### src/hw/l1cm_pkg.sv
// Package for the L1 cache maintenance register block.
// Holds register addresses, operand masks, field positions and the operation codes.
// Assumes its users import it whole and need no other shared definitions.
package l1cm_pkg;

  ////////////////////////////////////////////////////////////////////////////////
  // Register addresses inside the private peripheral region.
  localparam logic [31:0] L1CM_ADDR_IINV_ALL     = 32'hE000EF50; // Instruction invalidate all.
  localparam logic [31:0] L1CM_ADDR_RSVD_54      = 32'hE000EF54; // Reserved hole, reads zero.
  localparam logic [31:0] L1CM_ADDR_IINV_POU     = 32'hE000EF58; // Instruction invalidate by address.
  localparam logic [31:0] L1CM_ADDR_DINV_POC     = 32'hE000EF5C; // Data invalidate by address.
  localparam logic [31:0] L1CM_ADDR_DINV_SW      = 32'hE000EF60; // Data invalidate by set/way.
  localparam logic [31:0] L1CM_ADDR_DCLN_POU     = 32'hE000EF64; // Data clean by address, unification.
  localparam logic [31:0] L1CM_ADDR_DCLN_POC     = 32'hE000EF68; // Data clean by address, coherency.
  localparam logic [31:0] L1CM_ADDR_DCLN_SW      = 32'hE000EF6C; // Data clean by set/way.
  localparam logic [31:0] L1CM_ADDR_DCI_POC      = 32'hE000EF70; // Data clean and invalidate by address.
  localparam logic [31:0] L1CM_ADDR_DCI_SW       = 32'hE000EF74; // Data clean and invalidate by set/way.
  localparam logic [31:0] L1CM_ADDR_BP_INV_ALL   = 32'hE000EF78; // Branch predictor hole, read zero.

  ////////////////////////////////////////////////////////////////////////////////
  // Operand layouts.
  localparam logic [31:0] L1CM_ADDR_OPND_MASK    = 32'hFFFFFFE0; // Address bits 31 down to 5 kept.
  localparam logic [31:0] L1CM_SW_OPND_MASK      = 32'hC0003FE0; // Way 31:30 and set 13:5 kept.
  localparam logic [31:0] L1CM_ZERO_WORD         = 32'h00000000; // Read data of every register.
  localparam int          L1CM_SW_SET_LSB        = 5;            // Set index starts at this bit.
  localparam int          L1CM_SW_WAY_MSB        = 30;           // Way index aligns toward this bit.

  ////////////////////////////////////////////////////////////////////////////////
  // Fields of registers outside this block.
  localparam int          L1CM_DATA_CACHE_ENABLE_BIT_BIT        = 16;           // Data cache enable in config control.
  localparam int          L1CM_INSTR_CACHE_ENABLE_BIT_BIT        = 17;           // Instruction cache enable.
  localparam int          L1CM_CSIZE_WAY_LSB     = 3;            // Way count minus one, low bit.
  localparam int          L1CM_CSIZE_WAY_W       = 10;           // Way count minus one, width.
  localparam int          L1CM_CSIZE_SET_LSB     = 13;           // Set count minus one, low bit.
  localparam int          L1CM_CSIZE_SET_W       = 15;           // Set count minus one, width.

  ////////////////////////////////////////////////////////////////////////////////
  // Operations handed to the cache arrays.
  typedef enum logic [3:0] {
    L1CM_OP_NONE,
    L1CM_OP_IINV_ALL,
    L1CM_OP_IINV_POU,
    L1CM_OP_DINV_POC,
    L1CM_OP_DINV_SW,
    L1CM_OP_DCLN_POU,
    L1CM_OP_DCLN_POC,
    L1CM_OP_DCLN_SW,
    L1CM_OP_DCI_POC,
    L1CM_OP_DCI_SW
  } l1cm_op_t;

  // Sequencer states.
  typedef enum logic [0:0] {
    L1CM_ST_IDLE,
    L1CM_ST_BUSY
  } l1cm_state_t;

endpackage : l1cm_pkg

### src/hw/l1cm_maint.sv
// L1 cache maintenance register block: decodes maintenance writes and drives one operation at a time.
// Assumes the core presents one access at a time and holds it until taken, and that the cache
// arrays acknowledge each operation with a one-cycle done pulse on the same clock.
//
// Contract
// [RULE1] Unprivileged access answered with bus fault.
// [RULE2] Invalidate-all write clears instruction cache.
// [RULE3] Branch predictor location reads zero, ignored.
// [RULE4] Address operand keeps bits 31 to 5.
// [RULE5] Each address register decodes its own operation.
// [RULE6] Set/way registers drop reserved bits, read zero.
// [RULE7] Set/way operand targets exactly one line.
// [RULE8] Operations complete strictly in issue order.
// [RULE9] Maintenance faults reported asynchronously, never lockup.
// [RULE10] Barrier held until operations have finished.
// [RULE11] Requester puts barrier before maintenance operation.
// [RULE12] Requester invalidates caches before first enable.
// [RULE13] Requester invalidates before re-enable if memory changed.
// [RULE14] Requester cleans data cache when disabling it.
// [RULE15] Cache enables sit at config bits 16, 17.
// [RULE16] Requester issues data then instruction barrier.
// [RULE17] Self-modifying code: clean, invalidate, barriers.
// [RULE18] Whole data cache reachable by set/way sweep.
// [RULE19] Address operation acts only on present line.
`timescale 1ns/1ns

module l1cm_maint
  import l1cm_pkg::*;
(
  input  wire logic               ref_clk,        // Processor clock, 10 MHz.
  input  wire logic               rst_b,          // Asynchronous reset, active low.
  input  wire logic               ce,             // Clock enable, freezes all state while low.
  input  wire logic               req_valid,      // Access to the maintenance space is offered.
  input  wire logic               req_write,      // High for a store, low for a load.
  input  wire logic               req_priv,       // High when the access is privileged.
  input  wire logic [31:0]        req_addr,       // Byte address of the access.
  input  wire logic [31:0]        req_wdata,      // Store data.
  output logic                    req_ready,      // Access is taken in a cycle where this is high.
  output logic                    resp_valid,     // One-cycle answer to a taken access.
  output logic                    resp_fault,     // Answer carries a bus fault.
  output logic [31:0]             resp_rdata,     // Load data, always zero.
  input  wire logic               dsb_req,        // Data barrier waiting in the core.
  output logic                    dsb_ack,        // One-cycle release of the barrier.
  output logic                    op_valid,       // Operation offered to the cache arrays.
  output l1cm_pkg::l1cm_op_t      op_code,        // Which operation.
  output logic [31:0]             op_operand,     // Masked address or set/way word.
  input  wire logic               op_done,        // Arrays finished the offered operation.
  input  wire logic               op_error,       // Arrays report a fault with the done pulse.
  output logic                    async_fault,    // One-cycle imprecise bus fault pulse.
  input  wire logic [31:0]        ccr_value,      // Config control register, held outside.
  output logic                    dcache_on,      // Registered data cache enable.
  output logic                    icache_on       // Registered instruction cache enable.
);
  import l1cm_pkg::*;

  ////////////////////////////////////////////////////////////////////////////////
  // All state of the block in one word.
  typedef struct packed {
    l1cm_state_t state;        // Sequencer state.
    logic        req_ready;    // Registered ready.
    logic        resp_valid;   // Registered answer strobe.
    logic        resp_fault;   // Registered fault flag of the answer.
    logic [31:0] resp_rdata;   // Registered load data.
    logic        dsb_ack;      // Registered barrier release.
    logic        op_valid;     // Registered operation strobe.
    l1cm_op_t    op_code;      // Registered operation code.
    logic [31:0] op_operand;   // Registered operand.
    logic        async_fault;  // Registered fault pulse.
    logic        dcache_on;    // Registered data cache enable.
    logic        icache_on;    // Registered instruction cache enable.
  } l1cm_regs_t;

  l1cm_regs_t  st;             // Current state.
  l1cm_regs_t  next_st;        // Next state.
  logic        take;           // Access taken this cycle.
  l1cm_op_t    dec_op;         // Operation decoded from the address.
  logic [31:0] dec_mask;       // Operand mask for that operation.

  assign take = ce && req_valid && st.req_ready;

  ////////////////////////////////////////////////////////////////////////////////
  // Address decode. Unlisted addresses, the reserved hole and the branch predictor
  // location decode to no operation, so they read zero and drop writes.
  always_comb
  begin
    dec_op   = L1CM_OP_NONE;
    dec_mask = L1CM_ZERO_WORD;
    case (req_addr)
      // [RULE2] Invalidate all.
      L1CM_ADDR_IINV_ALL:
      begin
        dec_op   = L1CM_OP_IINV_ALL;
        dec_mask = L1CM_ZERO_WORD;
      end
      // [RULE5] Per-register decode.
      L1CM_ADDR_IINV_POU:
      begin
        dec_op   = L1CM_OP_IINV_POU;
        dec_mask = L1CM_ADDR_OPND_MASK;
      end
      L1CM_ADDR_DINV_POC:
      begin
        dec_op   = L1CM_OP_DINV_POC;
        dec_mask = L1CM_ADDR_OPND_MASK;
      end
      L1CM_ADDR_DCLN_POU:
      begin
        dec_op   = L1CM_OP_DCLN_POU;
        dec_mask = L1CM_ADDR_OPND_MASK;
      end
      L1CM_ADDR_DCLN_POC:
      begin
        dec_op   = L1CM_OP_DCLN_POC;
        dec_mask = L1CM_ADDR_OPND_MASK;
      end
      L1CM_ADDR_DCI_POC:
      begin
        dec_op   = L1CM_OP_DCI_POC;
        dec_mask = L1CM_ADDR_OPND_MASK;
      end
      // [RULE6] Set/way registers.
      L1CM_ADDR_DINV_SW:
      begin
        dec_op   = L1CM_OP_DINV_SW;
        dec_mask = L1CM_SW_OPND_MASK;
      end
      L1CM_ADDR_DCLN_SW:
      begin
        dec_op   = L1CM_OP_DCLN_SW;
        dec_mask = L1CM_SW_OPND_MASK;
      end
      L1CM_ADDR_DCI_SW:
      begin
        dec_op   = L1CM_OP_DCI_SW;
        dec_mask = L1CM_SW_OPND_MASK;
      end
      // [RULE3] Branch predictor ignored.
      L1CM_ADDR_BP_INV_ALL:
      begin
        dec_op   = L1CM_OP_NONE;
        dec_mask = L1CM_ZERO_WORD;
      end
      default:
      begin
        dec_op   = L1CM_OP_NONE;
        dec_mask = L1CM_ZERO_WORD;
      end
    endcase
  end

  ////////////////////////////////////////////////////////////////////////////////
  // Next-state logic. Only one operation is ever outstanding; the access port stalls
  // while it runs. That costs throughput but makes issue order the completion order.
  always_comb
  begin
    next_st             = st;
    next_st.resp_valid  = 1'b0;
    next_st.resp_fault  = 1'b0;
    next_st.resp_rdata  = L1CM_ZERO_WORD;
    next_st.dsb_ack     = 1'b0;
    next_st.async_fault = 1'b0;
    // [RULE15] Cache enable bits.
    next_st.dcache_on   = ccr_value[L1CM_DATA_CACHE_ENABLE_BIT_BIT];
    next_st.icache_on   = ccr_value[L1CM_INSTR_CACHE_ENABLE_BIT_BIT];
    case (st.state)
      L1CM_ST_IDLE:
      begin
        if (take)
        begin
          next_st.resp_valid = 1'b1;
          // [RULE1] Unprivileged gets fault.
          if (!req_priv)
          begin
            next_st.resp_fault = 1'b1;
          end
          else if (req_write && (dec_op != L1CM_OP_NONE))
          begin
            // [RULE4] Address operand masked; set/way operand masked likewise.
            // [RULE7] One line selected.
            // [RULE18] Every set/way accepted.
            next_st.op_valid   = 1'b1;
            next_st.op_code    = dec_op;
            next_st.op_operand = req_wdata & dec_mask;
            next_st.state      = L1CM_ST_BUSY;
            next_st.req_ready  = 1'b0;
          end
        end
        else if (dsb_req && !st.dsb_ack)
        begin
          // [RULE10] Barrier released only when idle.
          next_st.dsb_ack = 1'b1;
        end
      end
      L1CM_ST_BUSY:
      begin
        // [RULE8] Hold until the arrays finish.
        // [RULE19] Arrays act on the one line only.
        if (op_done)
        begin
          next_st.op_valid   = 1'b0;
          next_st.op_code    = L1CM_OP_NONE;
          next_st.state      = L1CM_ST_IDLE;
          next_st.req_ready  = 1'b1;
          // [RULE9] Imprecise fault pulse.
          next_st.async_fault = op_error;
        end
      end
      default:
      begin
        next_st.state     = L1CM_ST_IDLE;
        next_st.op_valid  = 1'b0;
        next_st.req_ready = 1'b1;
      end
    endcase
  end

  ////////////////////////////////////////////////////////////////////////////////
  // State register with clock enable; reset loads constants only.
  always_ff @(posedge ref_clk or negedge rst_b)
  begin
    if (!rst_b)
    begin
      st             <= '0;
      st.state       <= L1CM_ST_IDLE;
      st.req_ready   <= 1'b1;
      st.op_code     <= L1CM_OP_NONE;
    end
    else if (ce)
    begin
      st <= next_st;
    end
  end

  // Outputs straight from the state register.
  assign req_ready   = st.req_ready;
  assign resp_valid  = st.resp_valid;
  assign resp_fault  = st.resp_fault;
  assign resp_rdata  = st.resp_rdata;
  assign dsb_ack     = st.dsb_ack;
  assign op_valid    = st.op_valid;
  assign op_code     = st.op_code;
  assign op_operand  = st.op_operand;
  assign async_fault = st.async_fault;
  assign dcache_on   = st.dcache_on;
  assign icache_on   = st.icache_on;
endmodule // l1cm_maint

### config.mk
export PLATFORM = sky130hd
export DESIGN_NAME = l1cm_maint
export DESIGN_NICKNAME = d
export VERILOG_FILES = /design/src/hw/l1cm_pkg.sv /design/src/hw/l1cm_maint.sv
export SDC_FILE = /design/constraint.sdc
export NUM_CORES = 1
export LEC_CHECK = 0
export ABC_CLOCK_PERIOD_IN_PS = 1800
export BUFFER_PORTS_ARGS = -buffer_cell sky130_fd_sc_hd__buf_2
export CAP_MARGIN = 20
export CORE_AREA = 2 2 96 70
export CTS_CLUSTER_SIZE = 25
export DETAILED_ROUTE_END_ITERATION = 8
export DIE_AREA = 0 0 98 72
export MAX_ROUTING_LAYER = met4
export PLACE_DENSITY = 0.82
export REMOVE_ABC_BUFFERS = 1
export SKIP_CTS_REPAIR_TIMING = 1
export SYNTH_ARGS = -nofsm -noshare
export SYNTH_HDL_FRONTEND = slang
export SYNTH_SLANG_ARGS = --single-unit
### constraint.sdc
create_clock -name ref_clk -period 1.8 [get_ports ref_clk]
set_input_delay 0.36 -clock ref_clk [delete_from_list [all_inputs] [get_ports ref_clk]]
set_output_delay 0.36 -clock ref_clk [all_outputs]
set_load 0.02 [all_outputs]
# After elaboration in Yosys (flattened, before gate mapping)
# Cells that the tools add are included.
# totals
wordCells	55
out_inout_bits	76
regBits	45
# classes
n_eq_ne	13
bitwise	2
n_mux	19
reduce_logical	10
# ops
cell	count
32-bit equality test, second input constant	9
37-bit 2-to-1 mux	3
32-bit one-hot mux with 2 select lines	1
4-bit one-hot mux with 9 select lines	1
32-bit bitwise AND	1
5-bit one-hot mux with 2 select lines	1
5-bit AND reduction	2
2-bit 2-to-1 mux	4
2-bit != test, second input constant	4
1-bit 2-to-1 mux	6
5-bit 2-to-1 mux	1
5-bit OR reduction	1
1-bit logical AND	4
4-bit 2-to-1 mux	1
2-bit one-hot mux with 2 select lines	1
4-bit nonzero test	1
3-bit OR reduction	1
1-bit zero test	1
1-bit inverter	1

# Longest topological paths before layout
# depth
word_depth	8
depth_mapped	7

# Worst setup path before layout
# Ideal clock, no wire load.
# synth_timing
kind	input -> register
from	input req_addr[1]
to	register st (netlist bit op_operand[20])
setup_time_ns	0.079
t_arrival_ns	1.795
cell_stages	7
t_required_ns	1.721
path_buffers	2
slack_ns	-0.074
path_cell_list	or4b_4 -> nor4_4 -> nand3_2 -> nor2_2 -> buf_6 -> buf_12 -> mux2i_1
# synth_via
elab_chain_len	5
# synth_rtl
element	line	rtl
from (decl)	l1cm_maint.sv:36	input wire logic [31:0] req_addr,
32-bit equality test	l1cm_maint.sv:88	case (req_addr)
4-bit one-hot mux with 9 select lines	l1cm_maint.sv:88	
4-bit nonzero test	l1cm_maint.sv:176	else if (req_write && (dec_op != L1CM_OP_NONE))
1-bit logical AND	l1cm_maint.sv:176	
5-bit AND reduction (no line)	n/a	
to (signal assigned)	l1cm_maint.sv:230	st <= next_st;
to (decl)	l1cm_maint.sv:73	l1cm_regs_t st;
# Parallel ways exist; a longest one is shown, timed or not.
# A chain may end at the register's enable or synchronous reset.

# Final worst setup path
# layout_timing
from	input req_addr[1]
to	register st (netlist bit op_operand[8])
# The elaborated chain is that of the path after synthesis.

==> results.toml <==
[logic_synthesis]
syn_inst = 266
yosys_warnings = 0
synth_cell_types = 34
ys_top_cells_by_area = "dfrtp_1 40%, buf_4 21%, mux2i_1 12%"
syn_area_per_cell_sq_um = 9.262
synth_top_area_share_pct = 39.61
synth_seq_area_share_pct = 40.68
synth_seq_cells = 40
synth_area_leader_cell = "dfrtp_1"
syn-cell-area_sq_um = 2464

[cells_and_area]
antenna_cells = 0
area_growth_syn_to_layout_pct = 16.96
finalNonFillerCells = 428
fillCellCount = 610
drive_gt1_share_pct = 37.43
num-nets-final = 455
sequential_cell_area_sq_um = 1002
multi_input_comb_area_sq_um = 914.6

[timing]
rsz0062_at_grt = "true"
final_max_slew_viol_count = 0
hold_slack_ps = 44.43
finalSetupViolations = 0
max_clock_freq_mhz = 569.5
tightest_slew_ps = 508.4
final_hold_viol_count = 0
period_minus_slack_ps = 1756
post-route-period-util_pct = 97.55
slew_headroom_pct = 66.11
skew_ps = 5.049

[floorplan]
die_w_um = 98
dieHeight_um = 72
io_pins = 181
start_util_pct = 40.41
die_area_sq_um = 7056
num_rows = 24
coreArea_sq_um = 6096

[flow_run]
cap_violations = 0

[place]
dp_hpwl_um = 4034
port_buffers = 108
routabilityCongestion = 0.7739
dp_cells = 421

[pwr]
leakage_nw = 1.481
powerDensity_nw_per_um2 = 615.9
irDropWorstVdd_mv = 0.3873

[clock_tree]
cts_tree = "done"
htree_levels = 2
cts_buffer_depth = 2
root_buffer = "clkbuf_8"
clk_pin_slew_ps = 70
cts_buffers = 5
cts.sinks = 40
worstSkewPairLatency_ps = 280

[grt]
grt_pass1_vias = 1772
grt_start_max_net_pins = 22
antenna_found_initial = 0
grt_usage_pct = 14.12
grt_pass1_wl_um = 7845
grt_overflow = 0

[route]
vias_per_cell = 4.313
drtPass1Iterations = 4
routedWlPerCell_um = 11.54
drt_wl_total_um = 4941
antenna_left = 0
drt_iter0_drc = 63
drc = 0
via_count = 1846

[worst_setup_path]
path_cells = "buf_6, or4b_4, nor4_4, nand3_2, nor2_4, buf_12, mux2i_1"
crit_path_end_kind = "register"
cp_slowest_cell = "or4b_4"
start_kind = "input pin"
critPathKind = "input pin to register"
cp.arrival_ps = 1940
crit_fanout = 14
critical_path.max_stage_delay_ps = 580
critical_path_required_ps = 1990

[hold_path]
hold_class = "input pin to async pin"

[status]
status = "finished, final reports clean"
sequential cells by signal (all words and copies together) (netlist names):
| name | count |
|---|---|
| async_fault | 1 |
| dcache_on | 1 |
| dsb_ack | 1 |
| icache_on | 1 |
| op_code | 4 |
| op_operand | 27 |
| op_valid | 1 |
| req_ready | 1 |
| resp_fault | 1 |
| resp_valid | 1 |
| st | 1 |
area by class of cell:
type                            instances  share of cell area [%]
Inverter                               34                   4.429
Timing Repair Buffer                  115                   22.32
Tap cell                               78                   3.387
Multi-Input combinational cell        154                   31.74
Sequential cell                        40                   34.78
Clock buffer                            7                   3.343
final timing paths:
check,cells past startpoint,to,slack (ps),from
min,1,op_operand[8],40,rst_b
min reg2reg,2,op_valid,480,op_valid
max reg2reg,6,op_operand[8],90,req_ready
max in group asynchronous,2,req_ready,1200,rst_b
max,7,op_operand[8],40,req_addr[1]
min in group ref_clk,2,resp_fault,270,req_priv
power breakdown:
part | total (mW) | internal, mW | switching [mW]
Clock | 0.625 | 0.341 | 0.284
Sequential | 0.909 | 0.905 | 0.00364
Combinational | 0.241 | 0.0880 | 0.153
cell usage after synthesis:
library cell	count
nor4_1	3
nor2_2	1
nor4bb_1	2
buf_12	1
and4_1	1
mux2i_1	30
a21boi_0	1
nor3b_1	1
buf_4	69
a21oi_1	3
dfrtp_1	39
nand3_1	3
buf_2	1
nor2_1	1
nand4_1	2
or4b_4	1
mux2_2	2
or2_2	1
o211ai_1	1
nand2_1	45
xor2_1	1
nor4_4	1
o21ai_1	1
nand3_2	1
clkbuf_1	2
inv_1	34
nor4b_1	1
dfstp_2	1
conb_1	1
o22ai_1	4
buf_6	1
or3_1	1
nor2b_1	3
o21ai_0	6
cells by family (layout without fill, tap and decap cells):
family / count (synthesis) / in the layout / share of synthesized area (%)
DFF: 40 / 40 / 40.68
AOI/OAI and AO/OA: 16 / 16 / 3.656
and+or+nand+nor: 68 / 68 / 14.07
muxes: 32 / 32 / 13.10
xor gates and xnor gates: 1 / 1 / 0.3556
other: 1 / 37 / 0.1522
buffers and inverters: 108 / 156 / 27.98
cells in the final DEF, fill, tap and decap left out, types with 4 or more instances in the layout:
master    instances
buf_2           106
mux2i_1          30
conb_1           37
o21ai_0           6
nand2_1          44
dfrtp_1          39
o22ai_1           4
inv_1            34
buf_4             4
clkbuf_8          7
per-layer routing:
| metal | routed length (um) | track usage [%] | up-vias |
|---|---|---|---|
| met5 | 0 | - | - |
| met4 | 28 | 3.395 | 0 |
| met3 | 382 | 3.661 | 4 |
| met2 | 2355 | 22.91 | 81 |
| met1 | 2174 | 17.97 | 857 |
| li1 | - | - | 904 |
worst max-delay path, delay by kind of cell:
kind / cells / cell delay [ps]
mux: 1 / 240
simple gates: 4 / 1070
buf+inv: 2 / 260
metrics by stage:
stage                     setup TNS, ps  util [%]  worst slack [ps]  power, mW  area [sq um]
after CTS                             0     47.02             29.88      1.806          2867
after floorplan                  -24120         -            -830.8      1.040          2037
final                                 0     47.27             44.08      1.775          2882
after detailed placement          -6506     45.44            -262.2      1.164          2770
after global placement            -5648     45.44            -189.6      1.159          2770
after global routing             -90.03     47.27            -42.26      1.873          2882
(Power assumes the default switching activity.)
